==> src/inc/rmc_map.svh <==
`ifndef RMC_MAP_SVH
`define RMC_MAP_SVH
// Mailbox header constants.
`define RMC_INFO_CMD 16'h4002
`define RMC_INFO_RSP 16'h0002
`define RMC_INFO_ERR 16'h8002
`define RMC_CMD_ABORT 16'h0118
`define RMC_CMD_OFFLINE 16'h0119
`define RMC_CMD_TIMEOUT 16'h0020
`define RMC_CMD_DISABLE 16'h0021
`define RMC_FRAME_ONE 16'h0001
`define RMC_ZERO_WORD 16'h0000
`define RMC_SIZE_TIMEOUT 16'h0002
// Idle timeout limits and default, seconds.
`define RMC_TMO_DEFAULT 16'h003C
`define RMC_TMO_MIN 16'h000A
// Reason code range.
`define RMC_REASON_MIN 8'h03
`define RMC_REASON_MAX 8'h20
// Timing.
`define RMC_CLK_HZ 20000000
`define RMC_HDR_WORDS 16
`endif

==> src/inc/rmc_pkg.sv <==
package rmc_pkg;
	typedef enum logic [1:0] {
		RMC_IDLE = 2'b00,
		RMC_SEND = 2'b01,
		RMC_WAIT = 2'b10
	} rmc_state_e;
	typedef logic [15:0] rmc_word_t;
endpackage

==> src/hw/rmc_mailbox.sv <==
`timescale 1ns/1ps
`default_nettype none
`include "rmc_map.svh"
module rmc_mailbox
	import rmc_pkg::*;
#(
	parameter int SEC_CYCLES = `RMC_CLK_HZ
)
(
	input wire logic clock,
	input wire logic reset_n,
	input wire logic relationship_info_en,
	input wire logic event_valid,
	input wire logic event_offline,
	input wire rmc_word_t event_handle,
	input wire logic [7:0] event_reason,
	input wire logic cmd_valid,
	input wire rmc_word_t cmd_id,
	input wire rmc_word_t cmd_code,
	input wire rmc_word_t cmd_data,
	input wire logic conn_open,
	input wire logic conn_request,
	input wire logic mbx_ready,
	output logic event_ready,
	output logic cmd_ready,
	output logic mbx_valid,
	output logic [3:0] mbx_index,
	output rmc_word_t mbx_word,
	output logic mbx_last,
	output logic server_enabled,
	output rmc_word_t timeout_sec,
	output logic conn_close
);
	rmc_state_e state_ff, nxt_state;
	logic [4:0] idx_ff, nxt_idx;
	rmc_word_t hdr_ff [0:16];
	rmc_word_t nxt_hdr [0:16];
	logic [4:0] len_ff, nxt_len;
	rmc_word_t tmo_ff, nxt_tmo;
	logic srv_ff, nxt_srv;
	logic evr_ff, nxt_evr, cmr_ff, nxt_cmr;
	logic valid_ff, nxt_valid;
	rmc_word_t word_ff, nxt_word;
	logic last_ff, nxt_last;
	logic sec_tick;
	logic close_w;
	logic tmo_ok;

	// Seconds reference for the idle timer.
	rmc_sec_tick #(.CYCLES(SEC_CYCLES)) u_tick (
		.clock(clock),
		.reset_n(reset_n),
		.tick(sec_tick)
	);

	// Per-connection idle supervision with the live timeout setting.
	rmc_idle_timer u_idle (
		.clock(clock),
		.reset_n(reset_n),
		.sec_tick(sec_tick),
		.conn_open(conn_open && srv_ff),
		.conn_request(conn_request),
		.timeout_sec(tmo_ff),
		.conn_close(close_w)
	);

	// Values 1 to 9 are not legal timeouts.
	assign tmo_ok = (cmd_data == `RMC_ZERO_WORD) || (cmd_data >= `RMC_TMO_MIN);

	// Message builder. Commands take priority over notices so that a
	// host stalled in initialization is answered before events drain.
	always_comb
	begin
		nxt_state = state_ff;
		nxt_idx = idx_ff;
		nxt_len = len_ff;
		nxt_tmo = tmo_ff;
		nxt_srv = srv_ff;
		nxt_evr = 1'b0;
		nxt_cmr = 1'b0;
		for (int i = 0; i < 17; i++)
			nxt_hdr[i] = hdr_ff[i];
		unique case (state_ff)
			RMC_IDLE:
			begin
				if (cmd_valid && !cmr_ff)
				begin
					nxt_cmr = 1'b1;
					for (int i = 0; i < 17; i++)
						nxt_hdr[i] = `RMC_ZERO_WORD;
					nxt_hdr[0] = cmd_id;
					nxt_hdr[1] = `RMC_INFO_RSP;
					nxt_hdr[2] = cmd_code;
					nxt_hdr[4] = `RMC_FRAME_ONE;
					nxt_hdr[5] = `RMC_FRAME_ONE;
					nxt_len = 5'd16;
					if (cmd_code == `RMC_CMD_TIMEOUT)
					begin
						nxt_hdr[3] = `RMC_SIZE_TIMEOUT;
						nxt_hdr[16] = cmd_data;
						nxt_len = 5'd17;
						if (tmo_ok)
							nxt_tmo = cmd_data;
						else
							nxt_hdr[1] = `RMC_INFO_ERR;
					end
					else if (cmd_code == `RMC_CMD_DISABLE)
						nxt_srv = 1'b0;
					else
						nxt_hdr[1] = `RMC_INFO_ERR;
					nxt_idx = 5'd0;
					nxt_state = RMC_SEND;
				end
				else if (event_valid && !evr_ff)
				begin
					nxt_evr = 1'b1;
					if (relationship_info_en)
					begin
						for (int i = 0; i < 17; i++)
							nxt_hdr[i] = `RMC_ZERO_WORD;
						nxt_hdr[1] = `RMC_INFO_CMD;
						nxt_hdr[2] = event_offline ? `RMC_CMD_OFFLINE : `RMC_CMD_ABORT;
						nxt_hdr[4] = `RMC_FRAME_ONE;
						nxt_hdr[5] = `RMC_FRAME_ONE;
						nxt_hdr[8] = event_handle;
						nxt_hdr[9] = {8'h00, event_reason};
						nxt_len = 5'd16;
						nxt_idx = 5'd0;
						nxt_state = RMC_SEND;
					end
				end
			end
			RMC_SEND:
			begin
				if (mbx_ready)
				begin
					if (idx_ff + 5'd1 >= len_ff)
						nxt_state = RMC_WAIT;
					else
						nxt_idx = idx_ff + 5'd1;
				end
			end
			RMC_WAIT:
				nxt_state = RMC_IDLE;
			default:
				nxt_state = RMC_IDLE;
		endcase
	end

	// Output word selection. The word index is five bits wide so that the
	// echoed timeout value (word 16) can be addressed at all.
	always_comb
	begin
		nxt_valid = (nxt_state == RMC_SEND);
		nxt_word = hdr_ff[nxt_idx];
		if (state_ff != RMC_SEND)
			nxt_word = nxt_hdr[0];
		nxt_last = (nxt_state == RMC_SEND) && (nxt_idx + 5'd1 == nxt_len);
	end

	// Registers only.
	always_ff @(posedge clock or negedge reset_n)
	begin
		if (!reset_n)
		begin
			state_ff <= RMC_IDLE;
			idx_ff <= 4'h0;
			len_ff <= 5'd0;
			tmo_ff <= `RMC_TMO_DEFAULT;
			srv_ff <= 1'b1;
			evr_ff <= 1'b0;
			cmr_ff <= 1'b0;
			valid_ff <= 1'b0;
			word_ff <= 16'h0000;
			last_ff <= 1'b0;
			for (int i = 0; i < 17; i++)
				hdr_ff[i] <= 16'h0000;
		end
		else
		begin
			state_ff <= nxt_state;
			idx_ff <= nxt_idx;
			len_ff <= nxt_len;
			tmo_ff <= nxt_tmo;
			srv_ff <= nxt_srv;
			evr_ff <= nxt_evr;
			cmr_ff <= nxt_cmr;
			valid_ff <= nxt_valid;
			word_ff <= nxt_word;
			last_ff <= nxt_last;
			for (int i = 0; i < 17; i++)
				hdr_ff[i] <= nxt_hdr[i];
		end
	end

	// Index output moves with the word it numbers; word 16 wraps to index 0.
	logic [3:0] oidx_ff;
	always_ff @(posedge clock or negedge reset_n)
	begin
		if (!reset_n)
			oidx_ff <= 4'h0;
		else
			oidx_ff <= (nxt_state == RMC_SEND) ? nxt_idx[3:0] : 4'h0;
	end

	logic close_ff;
	always_ff @(posedge clock or negedge reset_n)
	begin
		if (!reset_n)
			close_ff <= 1'b0;
		else
			close_ff <= close_w;
	end

	assign event_ready = evr_ff;
	assign cmd_ready = cmr_ff;
	assign mbx_valid = valid_ff;
	assign mbx_index = oidx_ff;
	assign mbx_word = word_ff;
	assign mbx_last = last_ff;
	assign server_enabled = srv_ff;
	assign timeout_sec = tmo_ff;
	assign conn_close = close_ff;

	a_event_gated: assert property (@(posedge clock) disable iff (!reset_n)
		(state_ff == RMC_IDLE && !(cmd_valid && !cmr_ff) && event_valid && !evr_ff && !relationship_info_en)
		|=> state_ff == RMC_IDLE)
		else $error("notice built while feature disabled");
	a_tmo_reject: assert property (@(posedge clock) disable iff (!reset_n)
		(state_ff == RMC_IDLE && cmd_valid && !cmr_ff && cmd_code == `RMC_CMD_TIMEOUT && !tmo_ok)
		|=> tmo_ff == $past(tmo_ff))
		else $error("illegal timeout accepted");
	a_tmo_range: assert property (@(posedge clock) disable iff (!reset_n)
		tmo_ff == 16'h0000 || tmo_ff >= `RMC_TMO_MIN)
		else $error("timeout out of range");
	a_disable_sticky: assert property (@(posedge clock) disable iff (!reset_n)
		!srv_ff |=> !srv_ff)
		else $error("server re-enabled");
	a_notice_code: assert property (@(posedge clock) disable iff (!reset_n)
		(state_ff == RMC_IDLE && nxt_state == RMC_SEND && nxt_hdr[1] == `RMC_INFO_CMD)
		|=> (hdr_ff[2] == `RMC_CMD_ABORT || hdr_ff[2] == `RMC_CMD_OFFLINE) && hdr_ff[3] == 16'h0000
		&& hdr_ff[10] == 16'h0000)
		else $error("bad notice header");
endmodule
`default_nettype wire

==> src/hw/rmc_sec_tick.sv <==
`timescale 1ns/1ps
`default_nettype none
`include "rmc_map.svh"
// Divides the clock down to a one-cycle pulse per second.
module rmc_sec_tick
	import rmc_pkg::*;
#(
	parameter int CYCLES = `RMC_CLK_HZ
)
(
	input wire logic clock,
	input wire logic reset_n,
	output logic tick
);
	logic [31:0] cnt_ff;
	logic [31:0] nxt_cnt;
	logic nxt_tick;
	logic tick_ff;

	// Counter wraps at CYCLES and pulses once per wrap.
	always_comb
	begin
		nxt_tick = (cnt_ff == 32'(CYCLES - 1));
		nxt_cnt = nxt_tick ? 32'h0 : cnt_ff + 32'h1;
	end

	// Registers only.
	always_ff @(posedge clock or negedge reset_n)
	begin
		if (!reset_n)
		begin
			cnt_ff <= 32'h0;
			tick_ff <= 1'b0;
		end
		else
		begin
			cnt_ff <= nxt_cnt;
			tick_ff <= nxt_tick;
		end
	end

	assign tick = tick_ff;
endmodule
`default_nettype wire

==> src/hw/rmc_idle_timer.sv <==
`timescale 1ns/1ps
`default_nettype none
`include "rmc_map.svh"
// Watches one server connection and closes it after the idle interval.
module rmc_idle_timer
	import rmc_pkg::*;
(
	input wire logic clock,
	input wire logic reset_n,
	input wire logic sec_tick,
	input wire logic conn_open,
	input wire logic conn_request,
	input wire rmc_word_t timeout_sec,
	output logic conn_close
);
	rmc_word_t idle_ff;
	rmc_word_t nxt_idle;
	logic close_ff;
	logic nxt_close;

	// A request restarts the count; zero timeout disables closing.
	always_comb
	begin
		nxt_idle = idle_ff;
		nxt_close = 1'b0;
		if (!conn_open || conn_request)
			nxt_idle = 16'h0000;
		else if (sec_tick && idle_ff != 16'hFFFF)
			nxt_idle = idle_ff + 16'h0001;
		if (conn_open && !conn_request && timeout_sec != 16'h0000 && idle_ff >= timeout_sec)
			nxt_close = 1'b1;
	end

	// Registers only.
	always_ff @(posedge clock or negedge reset_n)
	begin
		if (!reset_n)
		begin
			idle_ff <= 16'h0000;
			close_ff <= 1'b0;
		end
		else
		begin
			idle_ff <= nxt_idle;
			close_ff <= nxt_close;
		end
	end

	assign conn_close = close_ff;

	a_idle_close: assert property (@(posedge clock) disable iff (!reset_n)
		conn_close |-> $past(timeout_sec) != 16'h0000)
		else $error("idle close with timeout disabled");
endmodule
`default_nettype wire

==> config.mk <==
export PLATFORM = sky130hd
export DESIGN_NAME = rmc_mailbox
export DESIGN_NICKNAME = d
export VERILOG_FILES = /design/src/inc/rmc_pkg.sv /design/src/hw/rmc_mailbox.sv /design/src/hw/rmc_sec_tick.sv /design/src/hw/rmc_idle_timer.sv
export VERILOG_INCLUDE_DIRS = /design/src /design/src/inc
export SDC_FILE = /design/constraint.sdc
export NUM_CORES = 1
export LEC_CHECK = 0
export ABC_AREA = 1
export BUFFER_PORTS_ARGS = -buffer_cell sky130_fd_sc_hd__clkbuf_2
export CORE_ASPECT_RATIO = 1.25
export CORE_UTILIZATION = 40
export DETAILED_ROUTE_END_ITERATION = 16
export PLACE_DENSITY = 0.58
export SYNTH_ARGS = -nofsm -noshare
export SYNTH_HDL_FRONTEND = slang
export SYNTH_SLANG_ARGS = --single-unit
==> constraint.sdc <==
create_clock -name clock -period 7.18 [get_ports clock]
set_input_delay 1.436 -clock clock [delete_from_list [all_inputs] [get_ports clock]]
set_output_delay 1.436 -clock clock [all_outputs]
set_load 0.05 [all_outputs]
==> results of run 1 <==
==> final cells by class <==
cell class / count / area [sq um] / area share
well taps: 283 / 354 / 0.0331
repair buffers: 126 / 647 / 0.0604
clock buffers: 25 / 475 / 0.0444
clock inverters: 7 / 123 / 0.0115
flip-flops and latches: 180 / 4510 / 0.421
inverters: 206 / 773 / 0.0722
multi-input cells: 701 / 3820 / 0.357
==> through the flow <==
step           std cells  power (mW)
6_report            1528        4.10
5_1_grt             1528        4.39
4_1_cts             1528        4.11
3_5_place_dp        1496        3.14
3_3_place_gp        1496        3.13
2_1_floorplan       1118        2.63
==> power breakdown <==
part | total, mW | switching, mW | internal, mW
sequential | 1.32 | 0.0959 | 1.22
combinational | 1.82 | 1.33 | 0.489
clock | 0.963 | 0.395 | 0.568
==> critical path, stage by stage <==
cell,delay [ps]
clkbuf_2,80
inv_1,50
nor2_4,220
nand2_2,240
inv_1,630
nand2_1,820
nand2_1,300
o21ai_0,120
nor2_1,110
nand3_1,80
nor2_1,100
==> per-layer routing <==
metal	GRT usage	routed length, um	part of all wire	up-vias
li1	-	-	-	3893
met1	0.287	11000	0.43	3791
met2	0.403	13000	0.51	202
met3	0.0302	955	0.037	39
met4	0.0832	637	0.025	0
met5	0	0	0	-
==> sequential cells by signal, indices dropped and copies added, names as in the netlist, 2 cells and up <==
signal	flops
hdr_ff	76
idx_ff	5
len_ff	5
mbx_index	4
mbx_word	16
state_ff	2
timeout_sec	16
u_idle.idle_ff	16
u_tick.cnt_ff	32
==> synth_stat cells (all sizes together), types with 25 or more instances <==
cell type	count	area share
xor2	26	0.025
inv	205	0.083
nand2	215	0.090
o21ai	87	0.048
ha	25	0.034
o22ai	35	0.024
nor2	80	0.037
nor3	31	0.019
nand3	72	0.041
dfrtp	175	0.47
nand4	26	0.018
a21oi	40	0.025
==> final timing paths <==
kind	startpoint	end	slack, ps
hold reg to reg	u_idle.conn_close	conn_close	350
hold / removal	u_idle.conn_close	conn_close	350
min in group asynchronous	reset_n	u_tick.cnt_ff[0]	950
setup reg to reg	idx_ff[0]	mbx_last	3570
max in group asynchronous	reset_n	hdr_ff[113]	4930
setup / recovery	cmd_valid	mbx_last	3340
==> kinds of logic (layout without fill, tap and decap cells) <==
logic type / after synthesis / in the layout / share of synthesized area
AOI/OAI and AO/OA: 194 / 194 / 0.126
xor gates and xnor gates: 33 / 33 / 0.0313
adders and majority gates: 25 / 25 / 0.0339
buffers and inverters: 237 / 364 / 0.0987
DFF: 180 / 180 / 0.488
and+or+nand+nor: 449 / 449 / 0.222
==> run metrics, run 1 <==
Clock Skews 13.9 ps; Finished Cell Area 10700 sq um; WP data arrival 4200 ps; share of layout cells above drive strength 1 0.155; Max-Cap Viols 0; Pleak 5.40 nW; EDFF count, synth 0; grt ovf 0; crit path time final 3840 ps; Hold WS 349 ps; first-pass GRT wire length 41100 um; HP Class flop to flop; ant diodes 0; max-slew violations 0; worst setup margin 3340 ps; I/O Pins 123; Tightest Pin Transition 1050 ps; starting density of the core 0.412; PortBufs 122; vias per cell 5.19; Worst Hold Depth 0; Slew HR 0.295; Netlist cell types 50; final hold viol count 0; Setup WS pre-CTS 2880 ps; Hold Buf Count CTS 0; initial DRC count 595; flops & latches, synth 180; DPL Wire Length 19200 um; per-cell routed wire length 16.7 um; die height 172 um; Pwr Density 383 nW/um^2; number of global-route vias before repair 7870; register area share after synthesis 0.488; clk root buf clkbuf_16; total core area 22400 sq um; TritonCTS clock tree done; largest net degree at the start of global routing 71; worst skew pair latency 440 ps; full die area 23700 sq um; NumNets Final 1338; Avg Cell Area, Syn 8.26 sq um; Post CTS Setup Buffer Count 0; CP Capture Type flop; clock transition at the registers of the reported paths 70 ps; status complete, no violations; most frequent cells in the layout nand2_1 (206), inv_1 (198), dfrtp_1 (175); GP Congestion 0.894; commonest register cell after synthesis dfrtp_1; FF-to-FF path depth 19; width of the die 138 um; TNS Setup 0 ps; initial antenna violation count 0; post_cts resized 0; Setup violations, final 0; post-layout util 0.477; # DRC 0; most common cell after layout, fill and taps aside nand2_1; Achievable Freq 261 MHz; Post-synth ARST share 1.00; 1st-pass router iterations 5; period utilization 0.535; row cnt 61; startpoint types input port; Max FO, Critical Path 31; gr usage total 0.230; Layout area overhead 15.9%; post-route ant nets 0; Synth Cell Area 9240 sq um; DP Area 10100 sq um; Syn Nets 1224; RSZ-0062 raised after global routing no; Synth Instances 1118; Max Root-Sink Buffers 2; total wire length 25600 um; Worst VDD drop 0.000211 V; fill cell count 2258; crit path kind input port to flop; Vias 7925; Data required, critical path 7540 ps; Synth Warn # 0; Num CTS Buffers 17; Clock Sinks 180; H-Tree Depth 4
(Power assumes the default switching activity.)
==> inputs of run 2 (changes only) <==
==> constraint.sdc (replaced) <==
create_clock -name clock -period 3.98 [get_ports clock]
set_input_delay 0.796 -clock clock [delete_from_list [all_inputs] [get_ports clock]]
set_output_delay 0.796 -clock clock [all_outputs]
set_load 0.05 [all_outputs]
==> run 2 against run 1 <==
  * Clock skew barely moved
  * Sequential share of layout area fell by 0.21 points
  * Routed wire length rose by 3.3%
  * Worst setup slack got worse by 2800 ps
  * Global-route usage rose by 0.51 points
  * Combinational power rose by 85%
  * Core utilization rose by 0.24 points
  * Design area rose by 0.50%
  * Via count fell by 0.29%
  * Critical path depth rose by 9
  * Power rose by 81%
  * Cell count rose by 0.52%
  * Critical endpoint unchanged
  * Highest routed layer unchanged
==> run metrics, run 2 (synthesis results as in run 1) <==
Clock Skews 13.9 ps (+0.0498 ps); final hold viol count 0 (unchanged); post_cts resized 0 (unchanged); max-slew violations 0 (unchanged); number of global-route vias before repair 7852 (-0.23%); Max Root-Sink Buffers 2 (unchanged); full die area 23700 sq um (unchanged); clk root buf clkbuf_16; Hold Buf Count CTS 0 (unchanged); initial DRC count 556 (-6.6%); most common cell after layout, fill and taps aside nand2_1; crit path kind flop to flop; status complete, no violations; NumNets Final 1346 (+0.60%); Clock Sinks 180 (unchanged); total core area 22400 sq um (unchanged); RSZ-0062 raised after global routing no; Layout Cells excl Fill 1536 (+0.52%); Worst VDD drop 0.000477 V (+130%); PortBufs 122 (unchanged); Top Registers hdr_ff (76), u_tick.cnt_ff (32); TritonCTS clock tree done; total wire length 26400 um (+3.3%); TNS Setup 0 ps (unchanged); Max FO, Critical Path 19 (-39%); Largest Register hdr_ff; fill cell count 2255 (-0.13%); grt ovf 0 (unchanged); Data required, critical path 4350 ps (-3190 ps); width of the die 138 um (unchanged); CP Capture Type flop; Num CTS Buffers 17 (unchanged); ant diodes 0 (unchanged); Pleak 5.44 nW (+0.76%); HP Class flop to flop; first-pass GRT wire length 41700 um (+1.6%); Post CTS Setup Buffer Count 0 (unchanged); Achievable Freq 294 MHz; 1st-pass router iterations 5 (unchanged); crit path time final 3400 ps; Vias 7902 (-0.29%); I/O Pins 123 (unchanged); Largest register FFs 76 (unchanged); DPL Wire Length 19900 um (+4.0%); startpoint types flop; Hold WS 352 ps (+2.57 ps); # DRC 0 (unchanged); Setup WS pre-CTS 605 ps (-2270 ps); per-cell routed wire length 17.2 um (+2.7%); H-Tree Depth 4 (unchanged); row cnt 61 (unchanged); worst skew pair latency 440 ps (about the same); share of layout cells above drive strength 1 0.162 (+0.00699); vias per cell 5.14 (-0.81%); most frequent cells in the layout nand2_1 (206), inv_1 (198), dfrtp_1 (175); clock transition at the registers of the reported paths 70 ps (about the same); gr usage total 0.235 (+0.00505); Slew HR 0.451 (+0.156); starting density of the core 0.412 (unchanged); Max-Cap Viols 0 (unchanged); WP data arrival 3760 ps (-440 ps); Setup violations, final 0 (unchanged); die height 172 um (unchanged); worst setup margin 584 ps (-2760 ps); initial antenna violation count 0 (unchanged); Pwr Density 691 nW/um^2 (+81%); Tightest Pin Transition 817 ps (-237 ps); dpl cells 1504 (+0.53%); Layout area overhead 16.5%; GP Congestion 0.921 (+2.9%); largest net degree at the start of global routing 86 (+21%); period utilization 0.853; post-route ant nets 0 (unchanged)
[run 2: layer usage]
metal	track usage	up-vias	wire [um]
li1	-	3904	-
met2	0.405	201	13400
met1	0.282	3745	10800
met4	0.124	0	1140
met3	0.0328	52	1050
met5	0	-	0
[run 2: report_power, final]
part           internal [mW]  leakage, nW  total [mW]  switching (mW)
logic                  0.934         2.83        3.36            2.43
registers               2.21         2.33        2.39           0.179
clock network          0.950        0.280        1.69           0.738
[run 2: through the flow]
| stage | power [mW] | util | instance area [sq um] |
|---|---|---|---|
| after floorplan | 4.75 | - | 9240 |
| after global placement | 5.73 | 0.454 | 10200 |
| after detailed placement | 5.77 | 0.454 | 10200 |
| after CTS | 7.47 | 0.479 | 10800 |
| after global routing | 7.94 | 0.479 | 10800 |
| final | 7.44 | 0.479 | 10800 |
[run 2: layout make-up]
type	instances	area [sq um]	share of cell area
sequential	180	4510	0.419
multi-input combinational	701	3820	0.355
inverter	206	773	0.0719
timing repair buffer	134	719	0.0669
clock buffer	22	454	0.0422
tap	283	354	0.0329
clock inverter	10	125	0.0116
[run 2: final timing paths]
| path | from | endpoint | slack (ps) | cells after the start |
|---|---|---|---|---|
| min reg2reg | u_idle.conn_close | conn_close | 350 | 0 |
| max in group asynchronous | reset_n | u_tick.cnt_ff[11] | 2660 | 2 |
| min | u_idle.conn_close | conn_close | 350 | 0 |
| max | idx_ff[1] | mbx_last | 580 | 20 |
| min in group asynchronous | reset_n | u_tick.cnt_ff[23] | 420 | 1 |
| max reg2reg | idx_ff[1] | mbx_last | 580 | 20 |
[run 2: critical path, cell delays in order, from the launching register on]
cell and delay (ps):
dfrtp_1 450, ha_1 250, nand3_1 90, nand2_1 50
nand2_1 80, inv_1 40, ha_1 310, and3_1 210
nand2_2 120, nand3_2 120, nand2_1 100, nand2_2 80
nand2_2 130, nand2_2 230, ha_1 380, xor2_1 160
nor2_1 90, o21ai_0 100, nor2_1 140, nand3_1 90
nor2_1 110
==> inputs of run 3 (changes only) <==
--- a/config.mk
+++ b/config.mk
@@ -14,4 +14,5 @@
 export PLACE_DENSITY = 0.58
 export SYNTH_ARGS = -nofsm -noshare
 export SYNTH_HDL_FRONTEND = slang
+export SYNTH_HIERARCHICAL = 1
 export SYNTH_SLANG_ARGS = --single-unit
==> run 3 against run 2 <==
  * Area after synthesis grew 6.5%
  * Critical endpoint unchanged
  * Maximum frequency grew 1.5%
  * Largest power group unchanged
  * Worst setup slack gained 52 ps
  * Combinational power is essentially flat
==> run metrics, run 3 <==
post_cts resized 0 (unchanged); total core area 24000 sq um (+6.8%); Synth Instances 1277 (+14%); Int Power 4.07 mW (-0.48%); crit path kind flop to flop; Clock Sinks 180 (unchanged); Max Root-Sink Buffers 2 (unchanged); startpoint types flop; Hold Buf Count CTS 0 (unchanged); die height 177 um (+3.2%); width of the die 142 um (+3.1%); Setup violations, final 0 (unchanged); Clock Skews 9.73 ps (-4.17 ps); Top Registers hdr_ff (76), u_tick/cnt_ff (32); most common cell after layout, fill and taps aside nand2_1; TritonCTS clock tree done; Post CTS Setup Buffer Count 0 (unchanged); worst skew pair latency 440 ps (about the same); GP Congestion 0.830 (-9.8%); I/O Pins 123 (unchanged); EDFF count, synth 0 (unchanged); Synth Cell Area 9840 sq um (+6.5%); grt ovf 0 (unchanged); Slew HR 0.444 (-0.00688); Syn Nets 1383 (+13%); clk root buf clkbuf_16; total wire length 26700 um (+1.2%); post-synth top area cell dfrtp_1; Pwr Density 661 nW/um^2 (-4.4%); crit path time final 3340 ps (-51.6 ps); ant diodes 0 (unchanged); Layout area overhead 15.1%; RSZ-0062 raised after global routing no; post-synth top area share 0.445 (-0.0289); HP Class input port to async pin; Netlist cell types 49 (-2.0%); Max FO, Critical Path 17 (-2); H-Tree Depth 4 (unchanged); status complete, no violations; final hold viol count 0 (unchanged); Tightest Pin Transition 831 ps (+14.3 ps); commonest register cell after synthesis dfrtp_1; Max-Cap Viols 0 (unchanged); first-pass GRT wire length 43100 um (+3.3%); Achievable Freq 299 MHz (+1.5%); per-cell routed wire length 15.4 um (-10%); register area share after synthesis 0.459 (-0.0297); row cnt 63 (+3.3%); Data required, critical path 4340 ps (about the same); number of global-route vias before repair 8316 (+5.9%); top post-synthesis cells by count nand2_1 (396), inv_1 (189), dfrtp_1 (175); full die area 25200 sq um (+6.4%); starting density of the core 0.411 (-0.00117); Avg Cell Area, Syn 7.70 sq um (-6.8%); TNS Setup 0 ps (unchanged); Hold WS 350 ps (-1.41 ps); clock transition at the registers of the reported paths 80 ps (about the same); sw frac 0.456 (+0.00588); share of layout cells above drive strength 1 0.171 (+0.00879); period utilization 0.840 (-0.0130); Largest register FFs 76 (unchanged); post-route ant nets 0 (unchanged); max-slew violations 0 (unchanged); vias per cell 4.81 (-6.6%); Largest Register hdr_ff; largest net degree at the start of global routing 76 (-12%); DPL Wire Length 20000 um (+0.53%); flops & latches, synth 180 (unchanged); initial antenna violation count 0 (unchanged); initial DRC count 560 (+0.72%); Worst VDD drop 0.000342 V (-28%); PortBufs 122 (unchanged); Vias 8344 (+5.6%); NumNets Final 1504 (+12%); gr usage total 0.225 (-0.0104); Reg power frac 0.321 (about the same); Num CTS Buffers 17 (unchanged); top cells by area, synth dfrtp_1 (45%), nand2_1 (15%), inv_1 (7.2%), nor2_1 (5.2%), nand3_1 (3.3%); Clk pwr share 0.227 (about the same); Sw Pwr 3.41 mW (+1.9%); fill cell count 2459 (+9.0%); # DRC 0 (unchanged); Synth Warn # 6 (+6); most frequent cells in the layout nand2_1 (396), inv_1 (189), dfrtp_1 (175); logic gate share of total power 0.452 (about the same); CP Capture Type flop; top-count cell post-synth nand2_1; Post-synth ARST share 1.00 (unchanged); 1st-pass router iterations 5 (unchanged); Pleak 5.96 nW (+9.6%); WP data arrival 3700 ps (-60 ps)
-- run 3: cell types whose count changed in the layout (fill, tap and decap cells not counted), moves of 10 or more --
cell,change
o22ai_1,-11
nand4_1,-10
a21oi_1,-13
nor2_1,+65
o21ai_0,-25
nand2_1,+190
a32o_1,-13
nor4_1,-16
nor3_1,-22
-- run 3: final timing paths --
kind | start | to | slack [ps] | cells past startpoint
max in group asynchronous | reset_n | u_tick/cnt_ff[27] | 2740 | 2
max | idx_ff[1] | mbx_last | 640 | 19
min reg2reg | u_idle/conn_close | conn_close | 360 | 0
min | reset_n | hdr_ff[231] | 350 | 1
min in group clock | u_idle/conn_close | conn_close | 360 | 0
max reg2reg | idx_ff[1] | mbx_last | 640 | 19
-- run 3: cell type report --
cell class,count,area [sq um],share of cell area
clock buffer,18,439,0.0388
clock inverter,14,139,0.0123
inverter,196,736,0.0650
multi-input combinational,872,4390,0.388
sequential,180,4510,0.398
tap,325,407,0.0359
timing repair buffer,131,697,0.0616
-- run 3: through the flow --
stage / setup slack [ps] / power [mW] / util / instances / instance area [sq um]
floorplan: 973 / 5.01 / - / 1277 / 9840
global placement: 738 / 5.78 / 0.448 / 1704 / 10700
detailed placement: 650 / 5.79 / 0.448 / 1704 / 10700
CTS: 633 / 7.50 / 0.472 / 1736 / 11300
global route: 342 / 8.00 / 0.472 / 1736 / 11300
finish: 635 / 7.48 / 0.472 / 1736 / 11300
-- run 3: power by group through the flow --
stage	sequential, mW	clock [mW]	combinational (mW)
after detailed placement	2.43	0	3.36
after global routing	2.44	1.78	3.78
after floorplan	2.66	0	2.34
after global placement	2.44	0	3.34
final	2.40	1.70	3.38
after CTS	2.40	1.72	3.38
-- run 3: cells by family after synthesis --
family | count (synthesis) | synth area share
compound gates | 135 | 0.0852
buf+inv | 225 | 0.0950
simple gates | 689 | 0.309
fa+ha+maj | 25 | 0.0318
flops | 180 | 0.459
xor+xnor | 23 | 0.0205
-- run 3: metal layers --
metal,wire length (um),share of wire,global-route usage,vias to the layer above
met5,0,0,0,-
met4,751,0.028,0.0842,0
met3,1030,0.038,0.0383,48
met2,12800,0.48,0.369,179
met1,12200,0.45,0.296,3879
li1,-,-,-,4238
-- run 3: worst max-delay path, stage by stage, from the launching register on --
cell     delay (ps)
dfrtp_1         440
ha_1            230
nand3_1         100
xor2_1          190
inv_1            70
ha_1            290
nand2_1          90
inv_1            60
a21oi_2         210
nand4_2         170
nand2_1         150
nand2_2          70
inv_2           270
ha_1            310
xor2_1          160
nor2_1          120
nand3_2          90
a21oi_2          90
nand2_1          60
nor2_1          100
